[src/core/timer8_pkg.sv]
// Constants and register map of the 8-bit timer with two compare channels
// Operation
// - Three-bit wave mode from two registers
// - Mode 000 counts to 0xFF, immediate
// - Mode 001 counts up/down, overflow at bottom
// - Mode 011 fast PWM, latch at bottom
// - Mode 101 phase-correct, compare A top
// - Mode 111 fast PWM, overflow at top
// - Force bits cause immediate match, non-PWM
// - Forced match: no flag, no clear
// - Force bits read zero, ignored in PWM
// - Control B bits 5:4 read zero
// - Clock select: stop, undivided, prescaled
// - Count register readable and writable live
// - Count write blocks match next tick
// - Both compare registers compared continuously
// - Interrupt needs enable, global enable, flag
// - Compare flags set on match, clearable
// - Overflow flag set, clearable
// - Timer clock selectable: bus clock or pin
package timer8_pkg;

    localparam int         ADDR_W        = 12;
    localparam int         DATA_W        = 32;

    // Register indices; byte address is four times the index
    localparam logic [7:0] IDX_CTRL_A    = 8'hb0;
    localparam logic [7:0] IDX_CTRL_B    = 8'hb1;
    localparam logic [7:0] IDX_COUNT     = 8'hb2;
    localparam logic [7:0] IDX_CMP_A     = 8'hb3;
    localparam logic [7:0] IDX_CMP_B     = 8'hb4;
    localparam logic [7:0] IDX_CLK_SRC   = 8'hb6;
    localparam logic [7:0] IDX_IRQ_EN    = 8'hb8;
    localparam logic [7:0] IDX_IRQ_FLAGS = 8'hb9;

    // Field positions
    localparam int         FORCE_A_BIT   = 7;
    localparam int         FORCE_B_BIT   = 6;
    localparam int         WGM_HIGH_BIT  = 3;
    localparam int         ASYNC_SEL_BIT = 5;
    localparam int         OVF_BIT       = 0;
    localparam int         CMPA_BIT      = 1;
    localparam int         CMPB_BIT      = 2;

    localparam logic [7:0] COUNT_MAX     = 8'hff;
    localparam logic [7:0] COUNT_BOTTOM  = 8'h00;
    localparam logic [7:0] RESET_BYTE    = 8'h00;
    localparam int         PSC_W         = 10;

    localparam logic [1:0] RESP_OKAY     = 2'h0;
    localparam logic [1:0] RESP_SLVERR   = 2'h2;

    typedef enum logic [2:0] {
        WM_NORMAL, WM_PHASE_FF, WM_CTC, WM_FAST_FF,
        WM_RSVD4, WM_PHASE_A, WM_RSVD6, WM_FAST_A
    } wave_mode_e;

endpackage

[src/core/timer8_wavegen.sv]
// Timer/counter core with AXI4-Lite register slave and two waveform outputs
//
// Our own choice: the AXI4-Lite slave port.
`timescale 1ns/10ps
`default_nettype none
module timer8_wavegen
    import timer8_pkg::*;
(
    input  wire logic              aclk,
    input  wire logic              aresetn,
    input  wire logic [ADDR_W-1:0] s_axi_awaddr,
    input  wire logic              s_axi_awvalid,
    output logic                   s_axi_awready,
    input  wire logic [DATA_W-1:0] s_axi_wdata,
    input  wire logic [3:0]        s_axi_wstrb,
    input  wire logic              s_axi_wvalid,
    output logic                   s_axi_wready,
    output logic [1:0]             s_axi_bresp,
    output logic                   s_axi_bvalid,
    input  wire logic              s_axi_bready,
    input  wire logic [ADDR_W-1:0] s_axi_araddr,
    input  wire logic              s_axi_arvalid,
    output logic                   s_axi_arready,
    output logic [DATA_W-1:0]      s_axi_rdata,
    output logic [1:0]             s_axi_rresp,
    output logic                   s_axi_rvalid,
    input  wire logic              s_axi_rready,
    input  wire logic              global_irq_enable,
    input  wire logic              vector_ack_overflow,
    input  wire logic              vector_ack_compare_a,
    input  wire logic              vector_ack_compare_b,
    input  wire logic              timer_source_clock,
    output logic                   wave_out_a,
    output logic                   wave_out_b,
    output logic                   irq_overflow,
    output logic                   irq_compare_a,
    output logic                   irq_compare_b
);

    typedef struct packed {
        logic              awready;
        logic              wready;
        logic              arready;
        logic              bvalid;
        logic [1:0]        bresp;
        logic              rvalid;
        logic [1:0]        rresp;
        logic [7:0]        rdata;
        logic [7:0]        rd_idx;
        logic [ADDR_W-1:0] aw_addr;
        logic [7:0]        w_data;
        logic              w_lane0;
        logic [1:0]        output_mode_a;
        logic [1:0]        output_mode_b;
        logic [1:0]        wave_mode_low_bits;
        logic              wave_mode_high_bit;
        logic [2:0]        clock_select_field;
        logic              async_clock_select;
        logic [7:0]        count;
        logic [7:0]        cmp_a_buf;
        logic [7:0]        cmp_b_buf;
        logic [7:0]        cmp_a;
        logic [7:0]        cmp_b;
        logic [2:0]        irq_en;
        logic [2:0]        flags;
        logic [2:0]        pin_sync;
        logic [PSC_W-1:0]  psc;
        logic              down;
        logic              block;
        logic              wave_a;
        logic              wave_b;
        logic              irq_ovf;
        logic              irq_a;
        logic              irq_b;
    } state_s;

    state_s st_ff;
    state_s nxt_st;

    // Low bits of the prescaler that must all be one for a tick
    function automatic logic [PSC_W-1:0] presc_mask(input logic [2:0] cs);
        case (cs)
            3'h2:    presc_mask = 10'h007;
            3'h3:    presc_mask = 10'h01f;
            3'h4:    presc_mask = 10'h03f;
            3'h5:    presc_mask = 10'h07f;
            3'h6:    presc_mask = 10'h0ff;
            3'h7:    presc_mask = 10'h3ff;
            default: presc_mask = 10'h000;
        endcase
    endfunction

    // Next pin level of one channel from its output mode and events
    function automatic logic wave_next(
        input logic       cur,
        input logic [1:0] com,
        input logic       hit,
        input logic       bot,
        input logic       pwm,
        input logic       phase,
        input logic       up,
        input logic       tog_ok
    );
        logic r;
        r = cur;
        if (!pwm) begin
            if (hit) begin
                case (com)
                    2'h1:    r = ~cur;
                    2'h2:    r = 1'b0;
                    2'h3:    r = 1'b1;
                    default: r = cur;
                endcase
            end
        end else if (com == 2'h1) begin
            if (hit && tog_ok) begin
                r = ~cur;
            end
        end else if (com[1]) begin
            if (phase) begin
                if (hit) begin
                    r = up ? com[0] : ~com[0];
                end
            end else if (hit) begin
                r = com[0];
            end else if (bot) begin
                r = ~com[0];
            end
        end
        return r;
    endfunction

    ////////////////////////////////////////////////////////////////////////////
    wave_mode_e mode;
    logic       pwm;
    logic       phase;
    logic [7:0] top;
    logic       src_tick;
    logic       tick;
    logic       at_top;
    logic       match_a;
    logic       match_b;
    logic       force_a;
    logic       force_b;
    logic       wr_fire;
    logic [7:0] wr_idx;
    logic       wr_ok;
    logic       wr_en;
    logic       cnt_wr;
    logic [7:0] ar_idx;
    logic       ar_ok;
    logic [2:0] set_flags;
    logic [2:0] clr_flags;
    logic       ovf_event;
    logic       wrap;
    logic       update_cmp;

    always_comb begin
        nxt_st = st_ff;
        mode  = wave_mode_e'({st_ff.wave_mode_high_bit, st_ff.wave_mode_low_bits});
        pwm   = st_ff.wave_mode_low_bits[0];
        phase = (mode == WM_PHASE_FF) || (mode == WM_PHASE_A);
        top   = (mode == WM_CTC || mode == WM_PHASE_A || mode == WM_FAST_A)
              ? st_ff.cmp_a : COUNT_MAX;

        // Timer clock: every bus cycle, or each rising edge of the pin
        nxt_st.pin_sync = {st_ff.pin_sync[1:0], timer_source_clock};
        src_tick = st_ff.async_clock_select
                 ? (st_ff.pin_sync[1] && !st_ff.pin_sync[2]) : 1'b1;
        tick = src_tick && (st_ff.clock_select_field != 3'h0)
            && ((st_ff.psc & presc_mask(st_ff.clock_select_field))
                == presc_mask(st_ff.clock_select_field));
        if (src_tick) begin
            nxt_st.psc = st_ff.psc + 10'h001;
        end

        // Register write: address and data taken in either order
        if (s_axi_awvalid && st_ff.awready) begin
            nxt_st.aw_addr = s_axi_awaddr;
            nxt_st.awready = 1'b0;
        end
        if (s_axi_wvalid && st_ff.wready) begin
            nxt_st.w_data  = s_axi_wdata[7:0];
            nxt_st.w_lane0 = s_axi_wstrb[0];
            nxt_st.wready  = 1'b0;
        end
        wr_fire = !st_ff.awready && !st_ff.wready && !st_ff.bvalid;
        wr_idx  = st_ff.aw_addr[9:2];
        wr_ok   = (st_ff.aw_addr[ADDR_W-1:10] == '0)
               && (wr_idx == IDX_CTRL_A || wr_idx == IDX_CTRL_B || wr_idx == IDX_COUNT
                || wr_idx == IDX_CMP_A || wr_idx == IDX_CMP_B || wr_idx == IDX_CLK_SRC
                || wr_idx == IDX_IRQ_EN || wr_idx == IDX_IRQ_FLAGS);
        wr_en   = wr_fire && wr_ok && st_ff.w_lane0;
        cnt_wr  = wr_en && (wr_idx == IDX_COUNT);
        force_a = wr_en && (wr_idx == IDX_CTRL_B) && st_ff.w_data[FORCE_A_BIT] && !pwm;
        force_b = wr_en && (wr_idx == IDX_CTRL_B) && st_ff.w_data[FORCE_B_BIT] && !pwm;
        clr_flags = {vector_ack_compare_b, vector_ack_compare_a, vector_ack_overflow};
        if (wr_fire) begin
            nxt_st.bvalid  = 1'b1;
            nxt_st.bresp   = wr_ok ? RESP_OKAY : RESP_SLVERR;
            nxt_st.awready = 1'b1;
            nxt_st.wready  = 1'b1;
        end
        if (st_ff.bvalid && s_axi_bready) begin
            nxt_st.bvalid = 1'b0;
        end
        if (wr_en) begin
            case (wr_idx)
                IDX_CTRL_A: begin
                    nxt_st.output_mode_a      = st_ff.w_data[7:6];
                    nxt_st.output_mode_b      = st_ff.w_data[5:4];
                    nxt_st.wave_mode_low_bits = st_ff.w_data[1:0];
                end
                IDX_CTRL_B: begin
                    nxt_st.wave_mode_high_bit = st_ff.w_data[WGM_HIGH_BIT];
                    nxt_st.clock_select_field = st_ff.w_data[2:0];
                end
                IDX_CMP_A:     nxt_st.cmp_a_buf = st_ff.w_data;
                IDX_CMP_B:     nxt_st.cmp_b_buf = st_ff.w_data;
                IDX_CLK_SRC:   nxt_st.async_clock_select = st_ff.w_data[ASYNC_SEL_BIT];
                IDX_IRQ_EN:    nxt_st.irq_en = st_ff.w_data[2:0];
                IDX_IRQ_FLAGS: clr_flags = clr_flags | st_ff.w_data[2:0];
                default:       nxt_st.bresp = nxt_st.bresp;
            endcase
        end

        // Counter, compare and overflow events on each tick
        at_top    = (st_ff.count == top);
        match_a   = tick && !st_ff.block && (st_ff.count == st_ff.cmp_a);
        match_b   = tick && !st_ff.block && (st_ff.count == st_ff.cmp_b);
        wrap      = tick && !phase && at_top;
        ovf_event = 1'b0;
        update_cmp = 1'b0;
        if (tick) begin
            nxt_st.block = 1'b0;
            if (phase) begin
                if (!st_ff.down) begin
                    if (at_top) begin
                        nxt_st.down  = 1'b1;
                        nxt_st.count = st_ff.count - 8'h01;
                        update_cmp   = 1'b1;
                    end else begin
                        nxt_st.count = st_ff.count + 8'h01;
                    end
                end else if (st_ff.count == COUNT_BOTTOM) begin
                    nxt_st.down  = 1'b0;
                    nxt_st.count = st_ff.count + 8'h01;
                    ovf_event    = 1'b1;
                end else begin
                    nxt_st.count = st_ff.count - 8'h01;
                end
            end else begin
                nxt_st.down  = 1'b0;
                nxt_st.count = at_top ? COUNT_BOTTOM : st_ff.count + 8'h01;
                ovf_event    = (mode == WM_FAST_A) ? at_top : (st_ff.count == COUNT_MAX);
                update_cmp   = pwm && at_top;
            end
        end
        if (!pwm || update_cmp) begin
            nxt_st.cmp_a = nxt_st.cmp_a_buf;
            nxt_st.cmp_b = nxt_st.cmp_b_buf;
        end
        if (cnt_wr) begin
            nxt_st.count = st_ff.w_data;
            nxt_st.block = 1'b1;
        end

        // Set wins over clear; forced matches raise no flag
        set_flags    = {match_b, match_a, ovf_event};
        nxt_st.flags = (st_ff.flags & ~clr_flags) | set_flags;
        nxt_st.irq_ovf = st_ff.flags[OVF_BIT] && st_ff.irq_en[OVF_BIT] && global_irq_enable;
        nxt_st.irq_a = st_ff.flags[CMPA_BIT] && st_ff.irq_en[CMPA_BIT] && global_irq_enable;
        nxt_st.irq_b = st_ff.flags[CMPB_BIT] && st_ff.irq_en[CMPB_BIT] && global_irq_enable;

        nxt_st.wave_a = wave_next(st_ff.wave_a, st_ff.output_mode_a, match_a || force_a,
                                  wrap, pwm, phase, !st_ff.down,
                                  st_ff.wave_mode_high_bit);
        nxt_st.wave_b = wave_next(st_ff.wave_b, st_ff.output_mode_b, match_b || force_b,
                                  wrap, pwm, phase, !st_ff.down, 1'b0);

        // Register read
        ar_idx = s_axi_araddr[9:2];
        ar_ok  = 1'b1;
        if (s_axi_arvalid && st_ff.arready) begin
            nxt_st.arready = 1'b0;
            nxt_st.rvalid  = 1'b1;
            nxt_st.rd_idx  = ar_idx;
            if (s_axi_araddr[ADDR_W-1:10] != '0) begin
                ar_ok = 1'b0;
            end
            case (ar_idx)
                IDX_CTRL_A: nxt_st.rdata = {st_ff.output_mode_a, st_ff.output_mode_b,
                                            2'h0, st_ff.wave_mode_low_bits};
                IDX_CTRL_B: nxt_st.rdata = {4'h0, st_ff.wave_mode_high_bit,
                                            st_ff.clock_select_field};
                IDX_COUNT:     nxt_st.rdata = st_ff.count;
                IDX_CMP_A:     nxt_st.rdata = st_ff.cmp_a_buf;
                IDX_CMP_B:     nxt_st.rdata = st_ff.cmp_b_buf;
                IDX_CLK_SRC:   nxt_st.rdata = {2'h0, st_ff.async_clock_select, 5'h00};
                IDX_IRQ_EN:    nxt_st.rdata = {5'h00, st_ff.irq_en};
                IDX_IRQ_FLAGS: nxt_st.rdata = {5'h00, st_ff.flags};
                default: begin
                    nxt_st.rdata = RESET_BYTE;
                    ar_ok        = 1'b0;
                end
            endcase
            nxt_st.rresp = ar_ok ? RESP_OKAY : RESP_SLVERR;
            if (!ar_ok) begin
                nxt_st.rdata = RESET_BYTE;
            end
        end
        if (st_ff.rvalid && s_axi_rready) begin
            nxt_st.rvalid  = 1'b0;
            nxt_st.arready = 1'b1;
        end
    end

    always_ff @(posedge aclk) begin
        if (!aresetn) begin
            st_ff         <= '0;
            st_ff.awready <= 1'b1;
            st_ff.wready  <= 1'b1;
            st_ff.arready <= 1'b1;
        end else begin
            st_ff <= nxt_st;
        end
    end

    assign s_axi_awready = st_ff.awready;
    assign s_axi_wready  = st_ff.wready;
    assign s_axi_bvalid  = st_ff.bvalid;
    assign s_axi_bresp   = st_ff.bresp;
    assign s_axi_arready = st_ff.arready;
    assign s_axi_rvalid  = st_ff.rvalid;
    assign s_axi_rresp   = st_ff.rresp;
    assign s_axi_rdata   = {24'h000000, st_ff.rdata};
    assign wave_out_a    = st_ff.wave_a;
    assign wave_out_b    = st_ff.wave_b;
    assign irq_overflow  = st_ff.irq_ovf;
    assign irq_compare_a = st_ff.irq_a;
    assign irq_compare_b = st_ff.irq_b;
endmodule
`default_nettype wire

[config.mk]
export PLATFORM = sky130hd
export DESIGN_NAME = timer8_wavegen
export DESIGN_NICKNAME = d
export VERILOG_FILES = /design/src/core/timer8_pkg.sv /design/src/core/timer8_wavegen.sv
export SDC_FILE = /design/constraint.sdc
export NUM_CORES = 1
export LEC_CHECK = 0
export ABC_AREA = 1
export ABC_CLOCK_PERIOD_IN_PS = 3300
export BUFFER_PORTS_ARGS = -buffer_cell sky130_fd_sc_hd__buf_2
export CORE_MARGIN = 2
export CORE_UTILIZATION = 60
export DETAILED_ROUTE_END_ITERATION = 8
export PLACE_DENSITY = 0.92
export SYNTH_ARGS = -nofsm -noshare
export SYNTH_HDL_FRONTEND = slang
export SYNTH_SLANG_ARGS = --single-unit
[constraint.sdc]
create_clock -name aclk -period 3.3 [get_ports aclk]
set_input_delay 0.165 -clock aclk [delete_from_list [all_inputs] [get_ports aclk]]
set_output_delay 0.165 -clock aclk [all_outputs]
set_load 0.01 [all_outputs]
# Word-level counts from Yosys, hierarchy flattened
# Index checks and enable logic that the tools add are counted.
# word_totals
wordCells	219
output_inout_bits	46
input_bits	72
register_bits	115
# op_classes
eq_ne	45
bitwise	10
addsub	3
mux	57
n_reduce_logical	71
# op_table
operator	count
8-bit equality test (second input constant)	17
8-bit 2-to-1 mux	11
8-bit one-hot mux with 8 select lines	1
10-bit one-hot mux with 6 select lines	1
1-bit 2-to-1 mux	37
1-bit logical AND	32
8-bit equality test	3
3-bit equality test (second input constant)	6
16-bit 2-to-1 mux	1
1-bit logical OR	13
6-bit AND reduction	2
10-bit by 1-bit adder with 10-bit output (second input constant)	1
10-bit AND	1
10-bit equality test	1
3-bit by 2-bit equality test with 1-bit output (second input constant)	3
8-bit by 1-bit adder with 8-bit output (second input constant)	1
2-bit equality test (second input constant)	4
8-bit zero test	1
4-bit by 1-bit inequality test with 1-bit output (second input constant)	2
4-bit by 2-bit inequality test with 1-bit output (second input constant)	2
2-bit AND reduction	4
2-bit nonzero test	4
4-bit nonzero test	2
8-bit OR reduction	1
18 further kinds	35

# Depth between registers and ports, before layout
# depth
word_depth	20
ltp_mapped	17
ltp_nobuf	16

# Worst setup path before layout
# OpenSTA, ideal clock, no wires.
# synth_path
kind	register to register
from	register st_ff[58] (netlist name)
to	register st_ff[59] (netlist name)
setup_time_ns	0.110
path_buffers	0
synth_period_minus_slack_ns	1.718
required_time_ns	3.190
path_stages_with_launch	12
setup_slack_ns	1.582
t_arrival_ns	1.608
cell_sequence	dfxtp_1 inv_1 ha_1 nand4_1 nor3_1 o21ai_1 nand2_1 o21ai_0 o211ai_1 nand3_1 nand2_1 inv_1
# synth_between
elab_chain_len	6
word_cells_on_any_way	11
classes_between	add/sub: 2; eq/ne: 1; mux: 7; reduce/logical: 1
# synth_lines
item	line_no	rtl
start, declared	timer8_wavegen.sv:77	state_s st_ff;
start signal, assigned	timer8_wavegen.sv:325	st_ff <= nxt_st;
8-bit by 1-bit adder with 8-bit output (tied with other cells)	timer8_wavegen.sv:243, timer8_wavegen.sv:247, timer8_wavegen.sv:254	
8-bit 2-to-1 mux (on tied branches)	timer8_wavegen.sv:238, timer8_wavegen.sv:245	
8-bit 2-to-1 mux	timer8_wavegen.sv:237	if (!st_ff.down) begin
8-bit 2-to-1 mux (*)	timer8_wavegen.sv:236	if (phase) begin
8-bit 2-to-1 mux (*)	timer8_wavegen.sv:234	if (tick) begin
8-bit 2-to-1 mux (*)	timer8_wavegen.sv:263	if (cnt_wr) begin
# Every way passes the cells marked *; elsewhere a longest branch is shown, timed or not. The select of a mux whose other input is x is not followed.
# A chain may end at the register's enable or synchronous reset.

# Worst setup path in the final report
# layout_path
from	register st_ff[60] (netlist name)
to	register st_ff[26] (netlist name)
# layout_between
elab_chain_len	6
word_cells_on_any_way	7
classes_between	eq/ne: 1; mux: 4; reduce/logical: 2
# layout_lines
item	line_no	rtl
8-bit equality test (*)	timer8_wavegen.sv:228	at_top = (st_ff.count == top);
1-bit 2-to-1 mux	timer8_wavegen.sv:238	if (at_top) begin
1-bit 2-to-1 mux	timer8_wavegen.sv:237	
1-bit 2-to-1 mux (*)	timer8_wavegen.sv:236	
1-bit 2-to-1 mux (*)	timer8_wavegen.sv:234	
1-bit logical OR (*)	timer8_wavegen.sv:259	if (!pwm || update_cmp) begin
# Every way passes the cells marked *; elsewhere a longest branch is shown, timed or not.

==> results.py <==
metrics = {
    "floorplan": {
        "ios": 118,
        "fp.dieW_um": 103,
        "die-area_um2": 10500,
        "dieHeight_um": 103,
        "fp-row-count": 36,
        "initial_utilization": 0.609,
        "coreArea_um2": 9590,
    },
    "pwr": {
        "seqPwrFrac": 0.587,
        "power.density_nw_per_um2": 383,
        "irDropWorstVdd_v": 0.000261,
        "p_int_uw": 1760,
        "leakagePower_uw": 0.00273,
        "p_switching_uw": 644,
        "clockPowerShare": 0.342,
        "switching_share": 0.268,
        "p_comb_frac": 0.071,
    },
    "clock_tree": {
        "clk_pin_slew_ns": 0.11,
        "post_cts_resized": 0,
        "cts-root-buf": "clkbuf_8",
        "clk_latency_ns": 0.38,
        "cts_setup_buffers": 0,
        "htreeDepth": 3,
        "cts_sinks": 111,
        "cts_made_buffers": 9,
        "clock_path_buffers": 2,
        "cts_tree": "done",
    },
    "sta": {
        "slew_headroom": 0.647,
        "fin_skew_ns": 0.0117,
        "tightest_slew_ns": 0.528,
        "holdWs_ns": 0.00765,
        "hold_viol_final": 0,
        "max_freq_mhz": 418,
        "setup_slack_ns": 0.906,
        "finalSetupViolCount": 0,
        "slew_violations": 0,
        "rsz0062_at_grt": "no",
        "post-route-min-period_ns": 2.39,
        "fin_crit_sh": 0.725,
        "setup_tns_ns": 0,
    },
    "finish": {
        "diodes": 0,
        "nets": 947,
        "fin_cells": 1007,
        "area_growth_pct": 7.28,
        "final_common_cell": "nand2_1",
        "drive_above_1_share": 0.130,
        "layout_common_cells": "135 x nand2_1, 111 x dfxtp_1, 108 x nor2_1",
        "final_area_um2": 6270,
    },
    "worst_setup_path": {
        "path_cells": "inv_1 > nand2_1 > nand2_1 > nor2_1 > nand2_1 > inv_1 > nand3_4 > inv_2 > nand2_1 > nand2_1 > nand2_1 > inv_2 > o21ai_0 > a21oi_1",
        "path_common_cell": "nand2_1",
        "reg2reg_slack_ns": 0.91,
        "end_kind": "flip-flop",
        "crit_cells": 14,
        "timing.critical_path.slowest_cell_delay_ns": 0.56,
        "r2r-end": "st_ff[26]$_SDFFE_PN0P_",
        "cp_data_arrival_time_ns": 2.70,
        "cp.required_ns": 3.60,
        "start_kind": "flip-flop",
        "path_class": "reg -> reg",
        "critPathLaunch": "st_ff[60]$_SDFFE_PN0P_",
        "cp_max_fo": 32,
        "r2r_start": "st_ff[60]$_SDFFE_PN0P_",
        "critPathCapture": "st_ff[26]$_SDFFE_PN0P_",
        "path_delay_family": "buffers and inverters",
        "r2r_cells": 14,
        "slowest_stage": "dfxtp_1",
        "critical_path_buf_inv_count": 4,
    },
    "grt": {
        "grt_pass1_vias": 5024,
        "grt_max_degree": 45,
        "antenna_found_initial": 0,
        "grt.total_usage": 0.294,
        "grt_pass1_wl_mm": 24.0,
        "overflow": 0,
    },
    "synthesis": {
        "synth_cells": 825,
        "ys_types": 45,
        "yosysSeqAreaShare": 0.380,
        "synth-seq-cells": 111,
        "yosys_warnings": 0,
        "avgSynthCellArea_um2": 7.08,
        "synthesis.area_um2": 5840,
    },
    "placement": {
        "gp_congestion": 0.962,
        "io_buffers": 60,
        "dp_slack_ns": 0.961,
        "place_area_um2": 6040,
        "hpwl_mm": 11.0,
        "placed_cells": 988,
    },
    "drt": {
        "drc": 0,
        "drt_iter0_drc": 555,
        "vias_per_cell": 5.56,
        "num_vias": 5595,
        "first_pass_iters": 9,
        "ant_nets": 0,
        "wire_per_inst_um": 15.1,
        "wirelength_mm": 15.2,
    },
    "worst_hold_path": {
        "hold_class": "in -> reg",
        "hold_depth": 3,
    },
    "outcome": {
        "outcome": "finished, final reports clean",
    },
    "run": {
        "maxCapViolCount": 0,
    },
}
==> timing repair <==
item,CTS,global route
hold endpoints to repair,3,0
hold buffers,3,0
endpoints found under the setup margin,0,0
==> registers in the layout, indices dropped and copies added (netlist names), 2 cells and up <==
name,count
mode,3
nxt_st,2
s_axi_rdata,8
st_ff,86
==> layout make-up <==
type | instances | area, um2
clock buffer | 11 | 151
clock inverter | 5 | 48.8
fill | 823 | 3320
inverter | 110 | 418
multi-input combinational | 571 | 2910
sequential | 111 | 2220
tap | 133 | 166
timing repair buffer | 66 | 353
==> worst min path at each step <==
stage / startpoint / end / slack [ns]
after CTS: s_axi_rready / s_axi_arready$_SDFFE_PP1P_ / 0.005
after global routing: s_axi_rready / s_axi_arready$_SDFFE_PP1P_ / 0.01
after global placement: timer_source_clock / nxt_st[18]$_SDFF_PN0_ / 0.35
after detailed placement: timer_source_clock / nxt_st[18]$_SDFF_PN0_ / 0.35
after floorplan: timer_source_clock / nxt_st[18]$_SDFF_PN0_ / 0.26
final: s_axi_rready / s_axi_arready$_SDFFE_PP1P_ / 0.008
==> tightest hold or removal path: stages <==
cell	delay, ns
buf_2	0.07
a21oi_1	0.07
nand2_1	0.06
==> cell usage after synthesis, drive strengths merged <==
| library cell | count | area, um2 |
|---|---|---|
| a211oi | 4 | 30.0 |
| a21oi | 83 | 449 |
| a221oi | 1 | 8.76 |
| a22oi | 1 | 7.51 |
| a31oi | 1 | 6.26 |
| buf | 46 | 343 |
| clkbuf | 12 | 45.0 |
| conb | 1 | 3.75 |
| dfxtp | 111 | 2220 |
| ha | 6 | 75.1 |
| inv | 110 | 418 |
| mux2i | 7 | 70.1 |
| nand2 | 136 | 513 |
| nand3 | 29 | 180 |
| nand3b | 3 | 22.5 |
| nand4 | 16 | 143 |
| nor2 | 112 | 435 |
| nor3 | 12 | 70.1 |
| nor4 | 3 | 18.8 |
| o2111ai | 3 | 26.3 |
| o211ai | 1 | 7.51 |
| o21a | 2 | 15.0 |
| o21ai | 86 | 430 |
| o221ai | 4 | 35.0 |
| o22ai | 12 | 75.1 |
| o31ai | 2 | 15.0 |
| or2 | 2 | 12.5 |
| xnor2 | 9 | 78.8 |
| xor2 | 10 | 87.6 |
==> power by group through the flow <==
stage	Combinational, uW	Sequential, uW	Clock (uW)
4_1_cts	168	1410	825
3_3_place_gp	158	1440	0
6_report	171	1410	822
5_1_grt	195	1410	876
3_5_place_dp	164	1440	0
2_1_floorplan	130	1430	0
==> through the flow <==
step / total power (uW) / utilization
3_5_place_dp: 1600 / 0.629
4_1_cts: 2400 / 0.653
3_3_place_gp: 1590 / 0.629
2_1_floorplan: 1560 / -
5_1_grt: 2480 / 0.653
6_report: 2400 / 0.653
==> logic make-up (layout without fill, tap and decap cells) <==
logic type | count (synthesis) | count (layout) | synth area share
simple gates | 313 | 313 | 0.239
compound gates | 200 | 200 | 0.189
buf+inv | 168 | 192 | 0.138
flops | 111 | 111 | 0.380
xor+xnor | 19 | 19 | 0.0285
mux | 7 | 7 | 0.0120
fa+ha+maj | 6 | 6 | 0.0128
other cells | 1 | 26 | 0.000642
==> routing by layer <==
| layer | GRT usage | share of wire |
|---|---|---|
| met2 | 0.485 | 0.46 |
| met1 | 0.387 | 0.41 |
| met3 | 0.0312 | 0.093 |
| met5 | 0 | 0 |
| met4 | 0.143 | 0.039 |
Note: power is estimated with default switching activity, not from simulation.
